File: config.mk
export PLATFORM = sky130hd
export DESIGN_NAME = spcmd_core
export DESIGN_NICKNAME = d
export VERILOG_FILES = /design/src/shared/spcmd_pkg.sv /design/src/design/spcmd_core.sv
export SDC_FILE = /design/constraint.sdc
export NUM_CORES = 1
export LEC_CHECK = 0
export ABC_AREA = 1
export ABC_CLOCK_PERIOD_IN_PS = 7750
export BUFFER_PORTS_ARGS = -buffer_cell sky130_fd_sc_hd__buf_2
export CORE_MARGIN = 5
export CORE_UTILIZATION = 30
export DETAILED_ROUTE_END_ITERATION = 16
export RECOVER_POWER = 50
export SLEW_MARGIN = 20
export SYNTH_ARGS = -nofsm -noshare
export SYNTH_HDL_FRONTEND = slang
export SYNTH_SLANG_ARGS = --single-unit
File: constraint.sdc
create_clock -name pclk -period 7.75 [get_ports pclk]
set_input_delay 1.1625 -clock pclk [delete_from_list [all_inputs] [get_ports pclk]]
set_output_delay 1.1625 -clock pclk [all_outputs]
set_load 0.005 [all_outputs]
File: src/shared/spcmd_pkg.sv
package spcmd_pkg;

    // Command opcodes
    localparam logic [7:0] OP_SET_MODE    = 8'h2f;
    localparam logic [7:0] OP_SELECT_VOC  = 8'h20;
    localparam logic [7:0] OP_PLAY_WORDS  = 8'h21;
    localparam logic [7:0] OP_TUNE        = 8'h15;

    // Speakerphone mode codes
    localparam logic [7:0] MODE_OFF       = 8'h00;
    localparam logic [7:0] MODE_ON        = 8'h01;
    localparam logic [7:0] MODE_TRANSP    = 8'h02;
    localparam logic [7:0] MODE_MUTE      = 8'h03;
    localparam logic [7:0] MODE_LISTEN    = 8'h04;
    localparam logic [7:0] MODE_RESERVED  = 8'h05;
    localparam logic [7:0] MODE_RESTART   = 8'h06;
    localparam logic [7:0] MODE_HOLD      = 8'h07;
    localparam logic [7:0] MODE_SILENCE   = 8'h08;

    // Vocabulary types
    localparam logic [7:0] VOC_COMPAT     = 8'h00;
    localparam logic [7:0] VOC_ROM        = 8'h01;
    localparam logic [7:0] VOC_FLASH      = 8'h02;

    localparam int         MAX_WORDS      = 8;
    localparam logic [7:0] MAX_WORDS_B    = 8'h08;

    // Tunable parameter table
    localparam int         TUNE_COUNT     = 6;
    localparam logic [7:0] TUNE_IDX [TUNE_COUNT] = '{8'd70, 8'd86, 8'd87, 8'd85, 8'd11, 8'd88};
    localparam logic [15:0] TUNE_DEF [TUNE_COUNT] = '{16'h0001, 16'h0004, 16'h0800,
                                                     16'h0200, 16'h0800, 16'h0002};

    // Vocabulary table headers, ids and word counts
    localparam int         VOC_TABLES     = 4;
    localparam logic [7:0] VOC_ID   [VOC_TABLES] = '{8'h01, 8'h02, 8'h03, 8'h04};
    localparam logic [7:0] VOC_NWORD [VOC_TABLES] = '{8'h40, 8'h40, 8'h80, 8'h20};
    localparam logic [7:0] CTRL_CODE_MIN  = 8'hf0;

    // Playback time per word, and cycles at 100 MHz
    localparam int         WORD_TIME_US   = 2;
    localparam int         CLK_MHZ        = 100;
    localparam int         WORD_CYCLES    = WORD_TIME_US * CLK_MHZ;

    // Status and error word bits
    localparam int         STAT_DONE_BIT  = 0;
    localparam int         BAD_ARGUMENT_ERROR_BIT  = 0;
    localparam int         ERR_STATE_BIT  = 1;

    // APB register offsets
    localparam logic [11:0] REG_STATUS    = 12'h000;
    localparam logic [11:0] REG_ERROR     = 12'h004;
    localparam logic [11:0] REG_MODE      = 12'h008;
    localparam logic [11:0] REG_VOCAB     = 12'h00c;
    localparam logic [11:0] REG_TUNE_SEL  = 12'h010;
    localparam logic [11:0] REG_TUNE_VAL  = 12'h014;

    typedef enum logic [1:0] {
        SPCMD_IDLE,
        SPCMD_SYNTH,
        SPCMD_HANDSFREE
    } spcmd_state_type;

    typedef struct packed {
        logic        sel;
        logic        enable;
        logic        write;
        logic [11:0] addr;
        logic [31:0] wdata;
    } spcmd_apb_req_type;

    typedef struct packed {
        logic       valid;
        logic [1:0] kind;
        logic [7:0] id;
    } spcmd_vocab_type;

endpackage : spcmd_pkg

File: src/design/spcmd_core.sv
// Notes on behaviour
// Opcode 2f plus one mode byte sets the speakerphone mode.
// Mode command is taken only in the idle state; the code also takes it in handsfree, refusing it only during synthesis.
// Mode 0 turns the speakerphone off, back to normal operation.
// Mode 1: full duplex, both echoes cancelled, tone detectors off.
// Mode 2 bypasses echo cancelling; mode 5 is reserved.
// Mode 3 sends silence to the line, tone detectors off.
// Mode 4 plays the line on the speaker, tone detectors on.
// Mode 6 restarts the current mode without full initialisation.
// Mode 7 stops codec interrupts.
// Mode 8 disables speakerphone, line echo cancelling stays on.
// In any mode but 0 only a subset of commands is accepted.
// Vocabulary select: type and id bytes; 0 compat, 1 rom, 2 flash.
// For types 1 and 2 the table headers are scanned for the id.
// An unknown vocabulary id sets the parameter error bit.
// Host selects a vocabulary before any playback command.
// Opcode 21, count then indices; enters synthesis, plays in order.
// On completion set done bit, pull request low, return idle.
// Count over 8 or a bad or control index is a parameter error.
// Playback with no vocabulary reports an invalid state error.
// Tune stores a two byte value in the indexed parameter.
// Bad tune index sets parameter error, parameters unchanged.
// Parameters take defaults at power up only.
// Tune opcode 15, then index, value high byte, value low byte.
// Each received byte is echoed back in the same exchange; the code echoes it in the next byte slot.
// A rejected command changes no state, vocabulary or parameter.
//
// Implementation choices: the APB register port and the register addresses.
`timescale 1ns/10ps

module spcmd_core
    import spcmd_pkg::*;
(
    input  wire logic        pclk,
    input  wire logic        presetn,
    input  wire logic        psel,
    input  wire logic        penable,
    input  wire logic        pwrite,
    input  wire logic [11:0] paddr,
    input  wire logic [31:0] pwdata,
    output logic      [31:0] prdata,
    output logic             pready,
    output logic             pslverr,
    input  wire logic        link_clk,
    input  wire logic        link_cs_n,
    input  wire logic        link_din,
    output logic             link_dout,
    output logic             host_request_n,
    output logic             echo_cancel_acoustic,
    output logic             echo_cancel_line,
    output logic             tone_detect_en,
    output logic             line_silence,
    output logic             codec_halt,
    output logic             spk_restart
);

    logic [2:0]      clk_sync;
    logic [1:0]      cs_sync;
    logic [1:0]      din_sync;
    logic [7:0]      shift_in;
    logic [7:0]      shift_out;
    logic [2:0]      bit_cnt;
    logic [7:0]      cmd_buf [12];
    logic [3:0]      byte_cnt;
    logic            byte_strobe;
    spcmd_state_type state;
    logic [7:0]      mode;
    spcmd_vocab_type vocab;
    logic [15:0]     tune_val [TUNE_COUNT];
    logic            done_ev;
    logic [1:0]      err;
    logic [7:0]      word_list [MAX_WORDS];
    logic [3:0]      words_left;
    logic [3:0]      word_pos;
    logic [15:0]     word_timer;
    logic [7:0]      tune_sel;
    logic            cmd_exec;

    wire rise = clk_sync[1] & ~clk_sync[2];
    wire fall = ~clk_sync[1] & clk_sync[2];
    wire cs_act = ~cs_sync[1];
    wire [7:0] rx_byte = {shift_in[6:0], din_sync[1]};
    wire [7:0] op = cmd_buf[0];

    // Byte being stored this cycle is seen before it lands in the buffer
    wire [7:0] op_now  = (byte_cnt == 4'd0) ? shift_in : cmd_buf[0];
    wire [7:0] cnt_now = (byte_cnt == 4'd1) ? shift_in : cmd_buf[1];
    // Expected length of the current command
    wire [3:0] need = (op_now == OP_SET_MODE)   ? 4'd2 :
                      (op_now == OP_SELECT_VOC) ? 4'd3 :
                      (op_now == OP_TUNE)       ? 4'd4 :
                      (op_now == OP_PLAY_WORDS) ? ((cnt_now > MAX_WORDS_B) ? 4'd2
                                                   : 4'(cnt_now[3:0] + 4'd2)) : 4'd1;
    wire cmd_full = byte_strobe & (byte_cnt + 4'd1 >= need) & (byte_cnt != 4'd0 | need == 4'd1);

    // Header scan for id
    logic       voc_hit;
    logic [7:0] voc_words;
    always_comb begin
        voc_hit   = 1'b0;
        voc_words = 8'h00;
        for (int i = 0; i < VOC_TABLES; i++) begin
            if (VOC_ID[i] == cmd_buf[2]) begin
                voc_hit   = 1'b1;
                voc_words = VOC_NWORD[i];
            end
        end
    end

    logic       tune_hit;
    logic [2:0] tune_slot;
    always_comb begin
        tune_hit  = 1'b0;
        tune_slot = 3'd0;
        for (int i = 0; i < TUNE_COUNT; i++) begin
            if (TUNE_IDX[i] == cmd_buf[1]) begin
                tune_hit  = 1'b1;
                tune_slot = 3'(i);
            end
        end
    end

    // Index check against current vocabulary
    logic       words_ok;
    logic [7:0] cur_nwords;
    always_comb begin
        cur_nwords = 8'h00;
        for (int i = 0; i < VOC_TABLES; i++) begin
            if (VOC_ID[i] == vocab.id) begin
                cur_nwords = VOC_NWORD[i];
            end
        end
        words_ok = (cmd_buf[1] <= MAX_WORDS_B);
        for (int i = 0; i < MAX_WORDS; i++) begin
            if (4'(i) < cmd_buf[1][3:0] &&
                (cmd_buf[i+2] >= cur_nwords || cmd_buf[i+2] >= CTRL_CODE_MIN)) begin
                words_ok = 1'b0;
            end
        end
    end

    // Subset accepted while a handsfree mode runs
    wire hf_busy = (mode != MODE_OFF);
    wire allowed = ~hf_busy | (op == OP_SET_MODE) | (op == OP_TUNE);

    wire mode_legal = (cmd_buf[1] <= MODE_SILENCE) & (cmd_buf[1] != MODE_RESERVED);
    wire voc_type_ok = (cmd_buf[1] <= VOC_FLASH);
    wire voc_needs_scan = (cmd_buf[1] == VOC_ROM) | (cmd_buf[1] == VOC_FLASH);

    // Mode command only from idle or handsfree, never during synthesis
    wire do_mode = cmd_exec & (op == OP_SET_MODE) & (state != SPCMD_SYNTH) & mode_legal;
    wire do_voc  = cmd_exec & (op == OP_SELECT_VOC) & allowed & (state == SPCMD_IDLE)
                   & voc_type_ok & (~voc_needs_scan | voc_hit);
    wire do_tune = cmd_exec & (op == OP_TUNE) & tune_hit;
    wire do_play = cmd_exec & (op == OP_PLAY_WORDS) & allowed & (state == SPCMD_IDLE)
                   & vocab.valid & words_ok;
    // Parameter errors
    wire bad_param = cmd_exec & (((op == OP_SET_MODE) & ~mode_legal)
                   | ((op == OP_SELECT_VOC) & allowed & (~voc_type_ok | (voc_needs_scan & ~voc_hit)))
                   | ((op == OP_TUNE) & ~tune_hit)
                   | ((op == OP_PLAY_WORDS) & allowed & vocab.valid & ~words_ok));
    // Invalid state errors
    wire bad_state = cmd_exec & ((op == OP_PLAY_WORDS) & allowed & ~vocab.valid
                   | (op == OP_SET_MODE) & (state == SPCMD_SYNTH));

    wire word_end  = (state == SPCMD_SYNTH) & (word_timer == 16'd1);
    wire play_end  = word_end & (words_left == 4'd1);
    wire [7:0] cur_word = word_list[word_pos[2:0]];

    wire sel_status = (paddr == REG_STATUS);
    wire sel_error  = (paddr == REG_ERROR);
    wire apb_wr = psel & penable & pwrite;
    wire apb_rd = psel & ~penable & ~pwrite;
    wire mapped = (paddr == REG_STATUS) | (paddr == REG_ERROR) | (paddr == REG_MODE)
                | (paddr == REG_VOCAB) | (paddr == REG_TUNE_SEL) | (paddr == REG_TUNE_VAL);
    wire [2:0] rd_slot = (tune_sel < 8'(TUNE_COUNT)) ? tune_sel[2:0] : 3'd0;
    wire [31:0] rd_mux = (paddr == REG_STATUS)   ? {30'h0, state == SPCMD_SYNTH, done_ev} :
                         (paddr == REG_ERROR)    ? {30'h0, err} :
                         (paddr == REG_MODE)     ? {24'h0, mode} :
                         (paddr == REG_VOCAB)    ? {21'h0, vocab.valid, vocab.kind, vocab.id} :
                         (paddr == REG_TUNE_SEL) ? {24'h0, tune_sel} :
                         (paddr == REG_TUNE_VAL) ? {16'h0, tune_val[rd_slot]} : 32'h0;

    // Link sampling and shifting
    always_ff @(posedge pclk or negedge presetn) begin
        if (!presetn) begin
            clk_sync    <= 3'h0;
            cs_sync     <= 2'h3;
            din_sync    <= 2'h0;
            shift_in    <= 8'h00;
            bit_cnt     <= 3'd0;
            byte_strobe <= 1'b0;
            byte_cnt    <= 4'd0;
            cmd_exec    <= 1'b0;
        end else begin
            clk_sync    <= {clk_sync[1:0], link_clk};
            cs_sync     <= {cs_sync[0], link_cs_n};
            din_sync    <= {din_sync[0], link_din};
            byte_strobe <= 1'b0;
            if (!cs_act) begin
                bit_cnt <= 3'd0;
            end else if (rise) begin
                shift_in <= rx_byte;
                bit_cnt  <= bit_cnt + 3'd1;
                byte_strobe <= (bit_cnt == 3'd7);
            end
            // Execute one cycle later, once the last byte is in the buffer
            cmd_exec <= cmd_full;
            if (cmd_full) begin
                byte_cnt <= 4'd0;
            end else if (!cs_act) begin
                byte_cnt <= 4'd0;
            end else if (byte_strobe) begin
                byte_cnt <= byte_cnt + 4'd1;
            end
        end
    end

    always_ff @(posedge pclk or negedge presetn) begin
        if (!presetn) begin
            for (int i = 0; i < 12; i++) begin
                cmd_buf[i] <= 8'h00;
            end
        end else if (byte_strobe) begin
            cmd_buf[byte_cnt] <= shift_in;
        end
    end

    // Echo each received byte back on the next byte slot
    always_ff @(posedge pclk or negedge presetn) begin
        if (!presetn) begin
            shift_out <= 8'h00;
            link_dout <= 1'b0;
        end else if (byte_strobe) begin
            shift_out <= shift_in;
            link_dout <= shift_in[7];
        end else if (cs_act & fall & (bit_cnt != 3'd0)) begin
            shift_out <= {shift_out[6:0], 1'b0};
            link_dout <= shift_out[6];
        end
    end

    // Command execution and state
    always_ff @(posedge pclk or negedge presetn) begin
        if (!presetn) begin
            state          <= SPCMD_IDLE;
            mode           <= MODE_OFF;
            vocab          <= '0;
            words_left     <= 4'd0;
            word_pos       <= 4'd0;
            word_timer     <= 16'd0;
            host_request_n <= 1'b1;
        end else begin
            // Mode change
            if (do_mode) begin
                if (cmd_buf[1] != MODE_RESTART) begin
                    mode <= cmd_buf[1];
                end
                state <= (cmd_buf[1] == MODE_OFF || (cmd_buf[1] == MODE_RESTART && mode == MODE_OFF))
                         ? SPCMD_IDLE : SPCMD_HANDSFREE;
            end
            // Vocabulary select
            if (do_voc) begin
                vocab.valid <= 1'b1;
                vocab.kind  <= cmd_buf[1][1:0];
                vocab.id    <= cmd_buf[2];
            end
            if (do_play) begin
                state          <= SPCMD_SYNTH;
                words_left     <= cmd_buf[1][3:0];
                word_pos       <= 4'd0;
                word_timer     <= 16'(WORD_CYCLES);
                host_request_n <= 1'b1;
                if (cmd_buf[1] == 8'h00) begin
                    words_left <= 4'd1;
                end
            end else if (word_end) begin
                word_pos   <= word_pos + 4'd1;
                words_left <= words_left - 4'd1;
                word_timer <= 16'(WORD_CYCLES);
                // Completion
                if (play_end) begin
                    state          <= SPCMD_IDLE;
                    host_request_n <= 1'b0;
                end
            end else if (state == SPCMD_SYNTH) begin
                word_timer <= word_timer - 16'd1;
            end else if (byte_strobe) begin
                host_request_n <= 1'b1;
            end
        end
    end

    always_ff @(posedge pclk) begin
        if (do_play) begin
            for (int i = 0; i < MAX_WORDS; i++) begin
                word_list[i] <= cmd_buf[i+2];
            end
        end
    end

    // Tunable storage, defaults at reset only
    always_ff @(posedge pclk or negedge presetn) begin
        if (!presetn) begin
            for (int i = 0; i < TUNE_COUNT; i++) begin
                tune_val[i] <= TUNE_DEF[i];
            end
        end else if (do_tune) begin
            // High byte then low byte
            tune_val[tune_slot] <= {cmd_buf[2], cmd_buf[3]};
        end
    end

    // Status and error words, set wins over clear
    always_ff @(posedge pclk or negedge presetn) begin
        if (!presetn) begin
            done_ev  <= 1'b0;
            err      <= 2'b00;
            tune_sel <= 8'h00;
        end else begin
            done_ev <= play_end | (done_ev & ~(apb_wr & sel_status & pwdata[STAT_DONE_BIT]));
            err[BAD_ARGUMENT_ERROR_BIT] <= bad_param
                | (err[BAD_ARGUMENT_ERROR_BIT] & ~(apb_wr & sel_error & pwdata[BAD_ARGUMENT_ERROR_BIT]));
            err[ERR_STATE_BIT] <= bad_state
                | (err[ERR_STATE_BIT] & ~(apb_wr & sel_error & pwdata[ERR_STATE_BIT]));
            if (apb_wr & (paddr == REG_TUNE_SEL)) begin
                tune_sel <= pwdata[7:0];
            end
        end
    end

    // Mode decode for the audio path
    always_ff @(posedge pclk or negedge presetn) begin
        if (!presetn) begin
            echo_cancel_acoustic <= 1'b0;
            echo_cancel_line     <= 1'b0;
            tone_detect_en       <= 1'b0;
            line_silence         <= 1'b0;
            codec_halt           <= 1'b0;
            spk_restart          <= 1'b0;
        end else begin
            // Echo and tone settings
            echo_cancel_acoustic <= (mode == MODE_ON) | (mode == MODE_MUTE);
            // Line echo kept in silence mode
            echo_cancel_line     <= (mode == MODE_ON) | (mode == MODE_MUTE)
                                  | (mode == MODE_SILENCE);
            // Listen enables tone detectors
            tone_detect_en       <= (mode == MODE_LISTEN);
            line_silence         <= (mode == MODE_MUTE);
            // Hold stops codec
            codec_halt           <= (mode == MODE_HOLD);
            // Restart pulse
            spk_restart          <= do_mode & (cmd_buf[1] == MODE_RESTART);
        end
    end

    // APB slave, one wait-free access phase
    always_ff @(posedge pclk or negedge presetn) begin
        if (!presetn) begin
            prdata  <= 32'h0;
            pready  <= 1'b0;
            pslverr <= 1'b0;
        end else begin
            pready  <= psel & ~penable;
            pslverr <= psel & ~penable & ~mapped;
            if (apb_rd) begin
                prdata <= rd_mux;
            end
        end
    end

endmodule : spcmd_core

==> flow_summary.json, run 1 <==
{
  "status": "complete, but fails checks",
  "violations": "max-capacitance violations, max-slew violations",
  "cp_max_fo": 160,
  "htree_num_levels": 2,
  "startpoint": "presetn",
  "start_util": 0.3020,
  "finalClockSkew_ns": 0.02547,
  "cts_root_buf": "clkbuf_16",
  "ios": 94,
  "reg2reg_to": "words_left[2]$_DFFE_PN0P_",
  "die_width_um": 226.0,
  "ys_types": 45,
  "clockBufferDepth": 3,
  "first_global_vias": 11070,
  "startpoint_type": "input pin",
  "p_per_area_nw_per_um2": 205.0,
  "multi_input_area_um2": 5881,
  "antenna_cells": 0,
  "slew-limit-headroom": -1.648,
  "yosysTopAreaCell": "dfrtp_1",
  "drc": 0,
  "required_ns": 7.47,
  "crit_family": "buffers and inverters",
  "fp.dieH_um": 226.0,
  "most-common-layout-cells": "nand2_1 (478), dfrtp_1 (276), o21ai_0 (217)",
  "clkSinkCount": 285,
  "synth_top_cell_area_share": 0.4934,
  "clk_pin_slew_ns": 0.06,
  "final_max_slew_viol_count": 161,
  "drive_gt1_frac": 0.06794,
  "fin_nets": 1851,
  "max_freq_ghz": 0.1957,
  "ant_nets": 0,
  "place_worst_setup_slack_ns": 3.749,
  "synth_edf_count": 0,
  "cpMaxStageDelayCell": "clkbuf_2",
  "finalHoldViolCount": 0,
  "io_buffers": 53,
  "cp_num_buf_inv": 2,
  "syn_area_um2": 14000,
  "hpwl_um": 24830,
  "area_growth_pct": 13.23,
  "drv_cap": 1,
  "synth_cells": 1720,
  "crit_path_end": "mode[7]$_DFFE_PN0P_",
  "critical-path-max-stage-delay_ns": 2.84,
  "routed_wl_um": 36690,
  "end_kind": "asynchronous set/reset pin",
  "avgSynthCellArea_um2": 8.139,
  "worstMarginPinSlew_ns": 3.972,
  "finalSetupViolations": 0,
  "rsz0062_at_grt": "false",
  "synth-seq-cells": 285,
  "fin_crit_sh": 0.6592,
  "core_area_um2": 46360,
  "synthTopCellsByArea": "dfrtp_1 (49%), nand2_1 (13%), o21ai_0 (7.8%), inv_1 (4.7%), nand3_1 (3.7%)",
  "min_path_type": "flip-flop to flip-flop",
  "setup_tns_ns": 0,
  "worst_slack_ns": 2.641,
  "routabilityCongestion": 0.8540,
  "ir_drop_v": 0.0002060,
  "holdPathStages": 0,
  "regToRegSetupSlack_ns": 3.66,
  "vias": 11650,
  "drt-vias-per-instance": 4.877,
  "post_cts_resize_count": 0,
  "ys_warn_count": 0,
  "crit_type": "input pin to asynchronous set/reset pin",
  "clkLatencyLatePin_ns": 0.55,
  "yosysSeqAreaShare": 0.5103,
  "layout.cells.non_filler": 2388,
  "rows": 79,
  "grt_max_degree": 161,
  "seq_area_um2": 7143,
  "grt_usage": 0.1442,
  "worstPathCellList": "buf_8 -> clkbuf_2",
  "wire_per_inst_um": 15.36,
  "cts_tree": "yes",
  "dieArea_um2": 51080,
  "r2r_cells": 16,
  "finalCriticalPeriod_ns": 5.109,
  "timing.rr.start": "vocab[7]$_DFFE_PN0P_",
  "grt_pass1_wl_um": 59440,
  "worst-path-stages": 2,
  "firstDrtPassIters": 5,
  "async_reset_ff_frac": 1.000,
  "dp.cells": 2330,
  "cts_setup_buffers": 0,
  "leakage_nw": 7.572,
  "drt_iter0_markers": 926,
  "cts_buffers": 34,
  "fill_cells": 4748,
  "gr-total-overflow": 0,
  "synthFlopType": "dfrtp_1",
  "arrival_ns": 4.83,
  "mostFrequentLayoutCell": "nand2_1",
  "antenna_found_initial": 0,
  "hold_buffers": 0
}
==> synthesized netlist by cell type, drive strengths merged, types with 5 or more instances <==
cell type	instances
xor2	11
nor2	132
o22ai	13
o21ai	221
buf	37
nor4	13
dfrtp	276
o21a	9
nand2	484
xnor2	5
nand3	105
nand4	28
a21oi	40
o211ai	9
nor3	29
dfstp	9
ha	40
clkbuf	34
a22o	6
inv	177
mux2	6
==> area by class of cell <==
cell class	count	area share
well taps	607	0.04792
flip-flops and latches	285	0.4507
repair buffers	59	0.01855
clock inverters	8	0.005999
clock buffers	50	0.06323
inverters	180	0.04263
multi-input cells	1199	0.3710
==> layer usage <==
layer	part of all wire	GRT usage
met5	0	0
met4	0.020	0.03939
met3	0.062	0.02548
met2	0.46	0.2339
met1	0.46	0.2000
==> per-stage QoR <==
step	hold slack [ns]	power (W)	util	instance area [um2]
floorplan	0.3312	0.001637	-	14050
global route	0.3646	0.003379	0.3419	15850
detailed placement	0.3464	0.001716	0.3190	14790
finish	0.3581	0.003249	0.3419	15850
CTS	0.3603	0.003294	0.3426	15880
global placement	0.3376	0.001712	0.3190	14790
==> sequential cells by signal, indices dropped and copies added (netlist names), 3 cells and up <==
register and cells:
bit_cnt 3, op 8, mode 8, shift_out 7, tune_val 96, tune_sel 8, cmd_buf 72, clk_sync 3
prdata 16, word_timer 16, shift_in 8, words_left 4, vocab 11, byte_cnt 4
==> cell families after synthesis <==
family | synth area share
compound gates | 0.1239
fa+ha+maj | 0.03575
other cells | 0.0002679
mux | 0.004826
xor+xnor | 0.01001
flops | 0.5103
simple gates | 0.2410
buf+inv | 0.07401
==> how the worst min path moves through the flow <==
stage,endpoint,slack (ns),start
after detailed placement,clk_sync[1]$_DFF_PN0_,0.35,clk_sync[0]$_DFF_PN0_
after global routing,clk_sync[1]$_DFF_PN0_,0.36,clk_sync[0]$_DFF_PN0_
after CTS,clk_sync[1]$_DFF_PN0_,0.36,clk_sync[0]$_DFF_PN0_
after floorplan,clk_sync[1]$_DFF_PN0_,0.33,clk_sync[0]$_DFF_PN0_
final,din_sync[1]$_DFF_PN0_,0.36,din_sync[0]$_DFF_PN0_
after global placement,clk_sync[1]$_DFF_PN0_,0.34,clk_sync[0]$_DFF_PN0_
==> power breakdown <==
group,switching (W),leakage (nW),internal (W)
clock,0.000629,0.539,0.000933
combinational,0.000134,3.12,0.0000367
sequential,0.0000128,3.91,0.00150
Note: power is estimated with default switching activity, not from simulation.
==> run 2: changes to the inputs <==
- ABC_AREA: 1 -> 0
- ABC_CLOCK_PERIOD_IN_PS: 7750 -> 5020
- clock period: 7.75 -> 5.02 ns (I/O delays scaled with it)
==> run 2 against run 1 <==
Against the previous run:
- the flow still finishes with violations (max-capacitance violations, max-slew violations)
- power is 52% higher
- flip-flop and latch count unchanged
- largest cell class unchanged
- sequential power up 63%
- non-clock buffer count is 13 higher
- global-route usage decreased by 1.3 points
- design area fell by 0.77%
==> flow_summary.json, run 2 <==
{
  "drc": 0,
  "seq_area_um2": 7143,
  "slew-limit-headroom": -1.003,
  "status": "complete, but fails checks",
  "dieArea_um2": 50770,
  "synth_compound_area_frac": 0.09167,
  "grt_max_degree": 117,
  "synth_mux_area_frac": 0.1742,
  "layout.cells.non_filler": 1893,
  "dp.cells": 1835,
  "end_kind": "flip-flop",
  "yosysTopAreaCell": "dfrtp_1",
  "routed_wl_um": 34070,
  "gr-total-overflow": 0,
  "start_util": 0.3052,
  "drt-vias-per-instance": 5.055,
  "fin_nets": 1360,
  "top_layer": "met4",
  "ys_warn_count": 0,
  "synth-xor-area-share": 0.01574,
  "startpoint_type": "flip-flop",
  "antenna_found_initial": 0,
  "clk_pin_slew_ns": 0.06,
  "finalCriticalPeriod_ns": 3.944,
  "syn_area_um2": 13910,
  "fin_crit_sh": 0.7857,
  "netlist_top_cells_count": "dfrtp_1 (276), mux2_2 (192), nand2_1 (121), nor2_1 (70), o21ai_0 (58)",
  "synthTopCellsByArea": "dfrtp_1 (50%), mux2_2 (16%), ha_1 (3.6%), nand2_1 (3.3%), o21ai_0 (2.1%)",
  "hold_buffers": 0,
  "reg.largest.list": "tune_val (96), cmd_buf (72)",
  "largest_reg_flops": 96,
  "hpwl_um": 22450,
  "area_growth_pct": 13.08,
  "rsz0062_at_grt": "false",
  "synth_edf_count": 0,
  "clkSinkCount": 285,
  "regMostFlops": "tune_val",
  "cts_tree": "yes",
  "htree_num_levels": 1,
  "drive_gt1_frac": 0.2684,
  "wire_per_inst_um": 18.00,
  "die_width_um": 225.3,
  "min_path_type": "input pin to flip-flop",
  "ir_drop_v": 0.0002015,
  "clkLatencyLatePin_ns": 0.57,
  "antenna_cells": 0,
  "violations": "max-capacitance violations, max-slew violations",
  "mostFrequentLayoutCell": "dfrtp_1",
  "met2_length_um": 16040,
  "finalSetupViolations": 0,
  "synth_simple_gate_area_share": 0.1302,
  "cp_max_fo": 10,
  "p_per_area_nw_per_um2": 313.6,
  "required_ns": 5.47,
  "synth_top_family_by_area": "multiplexers",
  "synthAdderAreaFrac": 0.03670,
  "drt-met1-wl_um": 15890,
  "vias": 9569,
  "post_cts_resize_count": 0,
  "wl_met3_um": 1541,
  "cts_buffers": 31,
  "arrival_ns": 4.39,
  "cts_setup_buffers": 0,
  "io_buffers": 53,
  "synth-seq-cells": 285,
  "first_global_vias": 9517,
  "drv_cap": 1,
  "crit_type": "flip-flop to flip-flop",
  "max_freq_ghz": 0.2535,
  "synth_cells": 1228,
  "leakage_nw": 7.411,
  "clockBufferDepth": 3,
  "finalHoldViolCount": 0,
  "ys_types": 82,
  "synth_top_cell_area_share": 0.4966,
  "fp.dieH_um": 225.3,
  "drt_iter0_markers": 685,
  "ios": 94,
  "synth.most_common_cell": "dfrtp_1",
  "hold_ws_ns": 0.2858,
  "firstDrtPassIters": 5,
  "routabilityCongestion": 0.8190,
  "worstMarginPinSlew_ns": 3.004,
  "setup_tns_ns": 0,
  "yosysSeqAreaShare": 0.5136,
  "synthFlopType": "dfrtp_1",
  "most-common-layout-cells": "dfrtp_1 (276), mux2_2 (192), nand2_1 (121)",
  "grt_usage": 0.1316,
  "core_area_um2": 45580,
  "rows": 78,
  "multi_input_area_um2": 6305,
  "ant_nets": 0,
  "fill_cells": 4500,
  "async_reset_ff_frac": 1.000,
  "avgSynthCellArea_um2": 11.33,
  "final_max_slew_viol_count": 117,
  "finalClockSkew_ns": 0.01867,
  "grt_pass1_wl_um": 54330,
  "cts_root_buf": "clkbuf_16"
}
-- run 2: cell count changes in the layout (fill, tap and decap cells not counted), moves of 11 or more --
cell | before | now
inv_1 | 176 | 35
o21ai_0 | 217 | 58
buf_2 | 33 | 50
nand2_1 | 478 | 121
nor2_1 | 131 | 70
nor2b_1 | 0 | 11
mux2i_1 | 0 | 26
clkbuf_1 | 26 | 13
nand2b_1 | 0 | 11
nand4_1 | 28 | 8
mux2_2 | 6 | 192
a31oi_1 | 3 | 21
nand3_1 | 104 | 25
-- run 2: layout make-up --
class	instances	area share
timing repair buffer	72	0.02522
clock buffer	49	0.05871
clock inverter	9	0.004932
multi-input combinational	843	0.4009
tap	600	0.04773
sequential	285	0.4542
inverter	35	0.008353
-- run 2: critical path, cell delays in order (launching register included) --
cell,delay (ns)
dfrtp_1,0.40
nor3_1,0.19
nand2_1,0.11
nor2_1,0.13
nand2_1,0.32
ha_1,0.42
and3b_1,0.17
a221o_1,0.31
a21oi_1,0.23
o2111a_1,0.21
o211ai_1,0.18
nor3_4,0.46
or2_0,0.35
buf_4,0.24
o21ai_0,0.09
-- run 2: stage by stage --
step / power, W / worst slack (ns) / util / instance area, um2
CTS: 0.004995 / 1.069 / 0.3460 / 15770
finish: 0.004933 / 1.076 / 0.3451 / 15730
global placement: 0.002738 / 1.111 / 0.3240 / 14770
floorplan: 0.002569 / 1.376 / - / 13960
detailed placement: 0.002745 / 1.083 / 0.3241 / 14770
global route: 0.005113 / 0.4716 / 0.3451 / 15730
-- run 2: where the power goes --
group	total (W)	internal [W]	switching, W
clock	0.00224	0.00131	0.000930
sequential	0.00248	0.00233	0.000156
combinational	0.000212	0.0000741	0.000138
-- run 2: cell families (layout without fill, tap and decap cells) --
logic type	after synthesis	count (layout)
adder cells (fa/ha/maj)	41	41
flip-flops	285	285
multiplexers	218	218
other	1	16
XOR/XNOR	25	25
buffers and inverters	115	165
AO/OA/AOI/OAI	193	193
AND/OR/NAND/NOR	350	350
-- run 2: per-layer routing --
layer | global-route usage | vias to the layer above
li1 | - | 4479
met1 | 0.1856 | 4839
met2 | 0.2181 | 206
met3 | 0.02006 | 45
met4 | 0.02362 | 0
met5 | 0 | -
-- run 2: final timing paths --
path	from	endpoint	slack [ns]	cells past startpoint
hold / removal	link_cs_n	cs_sync[0]$_DFF_PN1_	0.29	1
max in group asynchronous	presetn	tune_val[10]$_DFFE_PN0P_	1.27	2
min in group asynchronous	presetn	din_sync[0]$_DFF_PN0_	1.11	1
setup / recovery	vocab[3]$_DFFE_PN0P_	words_left[1]$_DFFE_PN0P_	1.08	14
hold reg to reg	clk_sync[0]$_DFF_PN0_	clk_sync[1]$_DFF_PN0_	0.35	0
setup reg to reg	vocab[3]$_DFFE_PN0P_	words_left[1]$_DFFE_PN0P_	1.08	14
==> run 3: changes to the inputs <==
- ABC_AREA: 0 -> 1
- ABC_CLOCK_PERIOD_IN_PS: 5020 -> 3300
- clock period: 5.02 -> 3.3 ns (I/O delays scaled with it)
==> run 3 against run 2 <==
Against the previous run:
- the run still ends with max-capacitance violations, max-slew violations left
- power increased by 57%
- clock skew increased by 0.012 ns
- die area increased by 0.62%
- design area increased by 3.0%
- cell count increased by 28%
- critical path type unchanged
- largest cell class unchanged
==> flow_summary.json, run 3 (synthesis results as in run 1) <==
{
  "min_path_type": "input pin to flip-flop",
  "cts_buffers": 35,
  "worstPathCellList": "nor2_1 -> nand3_1 -> nor2_1 -> nand4_1 -> buf_4 -> ha_1 -> a21oi_1 -> o21a_1 -> nand3_1 -> nand2_1 -> nand3_1 -> nor2_1 -> nand3_2 -> nand2_2 -> buf_4 -> nor3_1",
  "startpoint_type": "flip-flop",
  "slew-limit-headroom": -0.2750,
  "regMostFlops": "tune_val",
  "cts_root_buf": "clkbuf_16",
  "status": "complete, but fails checks",
  "crit_path_end": "word_timer[12]$_DFFE_PN0P_",
  "drc": 0,
  "gr-total-overflow": 0,
  "hpwl_um": 26070,
  "clkSinkCount": 285,
  "p_per_area_nw_per_um2": 479.5,
  "htree_num_levels": 2,
  "ios": 94,
  "violations": "max-capacitance violations, max-slew violations",
  "firstDrtPassIters": 7,
  "drt_iter0_markers": 1001,
  "worst-path-stages": 16,
  "rows": 79,
  "drv_cap": 1,
  "wire_per_inst_um": 15.44,
  "dieArea_um2": 51080,
  "ir_drop_v": 0.0004136,
  "finalCriticalPeriod_ns": 3.096,
  "required_ns": 3.70,
  "antenna_cells": 0,
  "max_freq_ghz": 0.3230,
  "reg2reg_to": "word_timer[12]$_DFFE_PN0P_",
  "cpMaxStageDelayCell": "dfrtp_1",
  "antenna_found_initial": 0,
  "finalHoldViolCount": 0,
  "clkLatencyLatePin_ns": 0.52,
  "vias": 11840,
  "grt_usage": 0.1451,
  "cts_tree": "yes",
  "startpoint": "vocab[7]$_DFFE_PN0P_",
  "final_max_slew_viol_count": 66,
  "leakage_nw": 7.750,
  "cp_num_buf_inv": 2,
  "routabilityCongestion": 0.8882,
  "first_global_vias": 11380,
  "start_util": 0.3020,
  "cp_max_fo": 11,
  "crit_type": "flip-flop to flip-flop",
  "timing.rr.start": "vocab[7]$_DFFE_PN0P_",
  "clk_pin_slew_ns": 0.06,
  "drt-vias-per-instance": 4.882,
  "most-common-layout-cells": "nand2_1 (481), dfrtp_1 (276), o21ai_0 (216)",
  "clockBufferDepth": 3,
  "r2r_cells": 16,
  "dpl_cell_area_um2": 15070,
  "io_buffers": 53,
  "arrival_ns": 3.50,
  "largest_reg_flops": 96,
  "mostFrequentLayoutCell": "nand2_1",
  "hp-start": "link_cs_n",
  "routed_wl_um": 37450,
  "crit_family": "simple AND/OR/NAND/NOR gates",
  "fp.dieH_um": 226.0,
  "drive_gt1_frac": 0.08801,
  "worstMarginPinSlew_ns": 1.913,
  "ant_nets": 0,
  "grt_max_degree": 71,
  "hold_ws_ns": 0.07474,
  "finalSetupViolations": 0,
  "critical-path-max-stage-delay_ns": 0.40,
  "core_area_um2": 46360,
  "finalClockSkew_ns": 0.03062,
  "fin_crit_sh": 0.9381,
  "area_growth_pct": 15.68,
  "grt_pass1_wl_um": 60730,
  "reg.largest.list": "tune_val (96), cmd_buf (72)",
  "fill_cells": 4782,
  "final_area_um2": 16190,
  "fin_nets": 1887,
  "end_kind": "flip-flop",
  "regToRegSetupSlack_ns": 0.20,
  "die_width_um": 226.0
}
run 3: worst min path at each step:
stage	slack (ns)	depth (start not counted)	endpoint
finish	0.07	1	cs_sync[0]$_DFF_PN1_
global route	0.06	1	cs_sync[0]$_DFF_PN1_
CTS	0.06	1	cs_sync[0]$_DFF_PN1_
detailed placement	0.34	0	clk_sync[1]$_DFF_PN0_
global placement	0.34	0	clk_sync[1]$_DFF_PN0_
floorplan	0.20	0	bit_cnt[0]$_DFFE_PN0P_
run 3: power breakdown:
group	leakage, nW	internal [W]	switching (W)
combinational	3.29	0.000128	0.000327
sequential	3.91	0.00353	0.0000297
clock	0.554	0.00227	0.00148
run 3: worst reg2reg max path: stages, from the launching register on:
cell and delay [ns]:
dfrtp_1 0.40, nor2_1 0.11, nand3_1 0.11, nor2_1 0.16, nand4_1 0.12, buf_4 0.21
ha_1 0.30, a21oi_1 0.15, o21a_1 0.13, nand3_1 0.20, nand2_1 0.12, nand3_1 0.07
nor2_1 0.28, nand3_2 0.18, nand2_2 0.17, buf_4 0.21, nor3_1 0.06
run 3: area by class of cell:
type | count | area, um2 | area share
sequential | 285 | 7143 | 0.4411
multi-input combinational | 1199 | 5899 | 0.3643
clock buffer | 47 | 992.2 | 0.06127
tap | 607 | 759.5 | 0.04690
inverter | 180 | 675.6 | 0.04172
timing repair buffer | 94 | 588.1 | 0.03632
clock inverter | 13 | 135.1 | 0.008345
run 3: routing by layer:
layer / part of all wire / global-route usage / routed length [um]
met1: 0.46 / 0.2013 / 17330
met2: 0.46 / 0.2376 / 17090
met3: 0.058 / 0.02431 / 2155
met4: 0.023 / 0.03784 / 871
met5: 0 / 0 / 0
run 3: what timing repair did:
action | CTS | global route
gates resized for setup | 0 | 7
hold buffers | 1 | 0
setup buffers | 0 | 0
hold endpoints to repair | 60 | 0
setup endpoints to repair | 0 | 26
run 3: through the flow:
stage	setup WS, ns	utilization	setup TNS (ns)	std cells	power [W]
6_report	0.2043	0.3493	0	2425	0.007764
5_1_grt	-0.008353	0.3493	-0.01581	2425	0.008066
4_1_cts	0.03701	0.3495	0	2425	0.007857
3_5_place_dp	0.08243	0.3250	0	2364	0.004079
3_3_place_gp	0.1021	0.3250	0	2364	0.004067
2_1_floorplan	0.2913	-	0	1735	0.003845
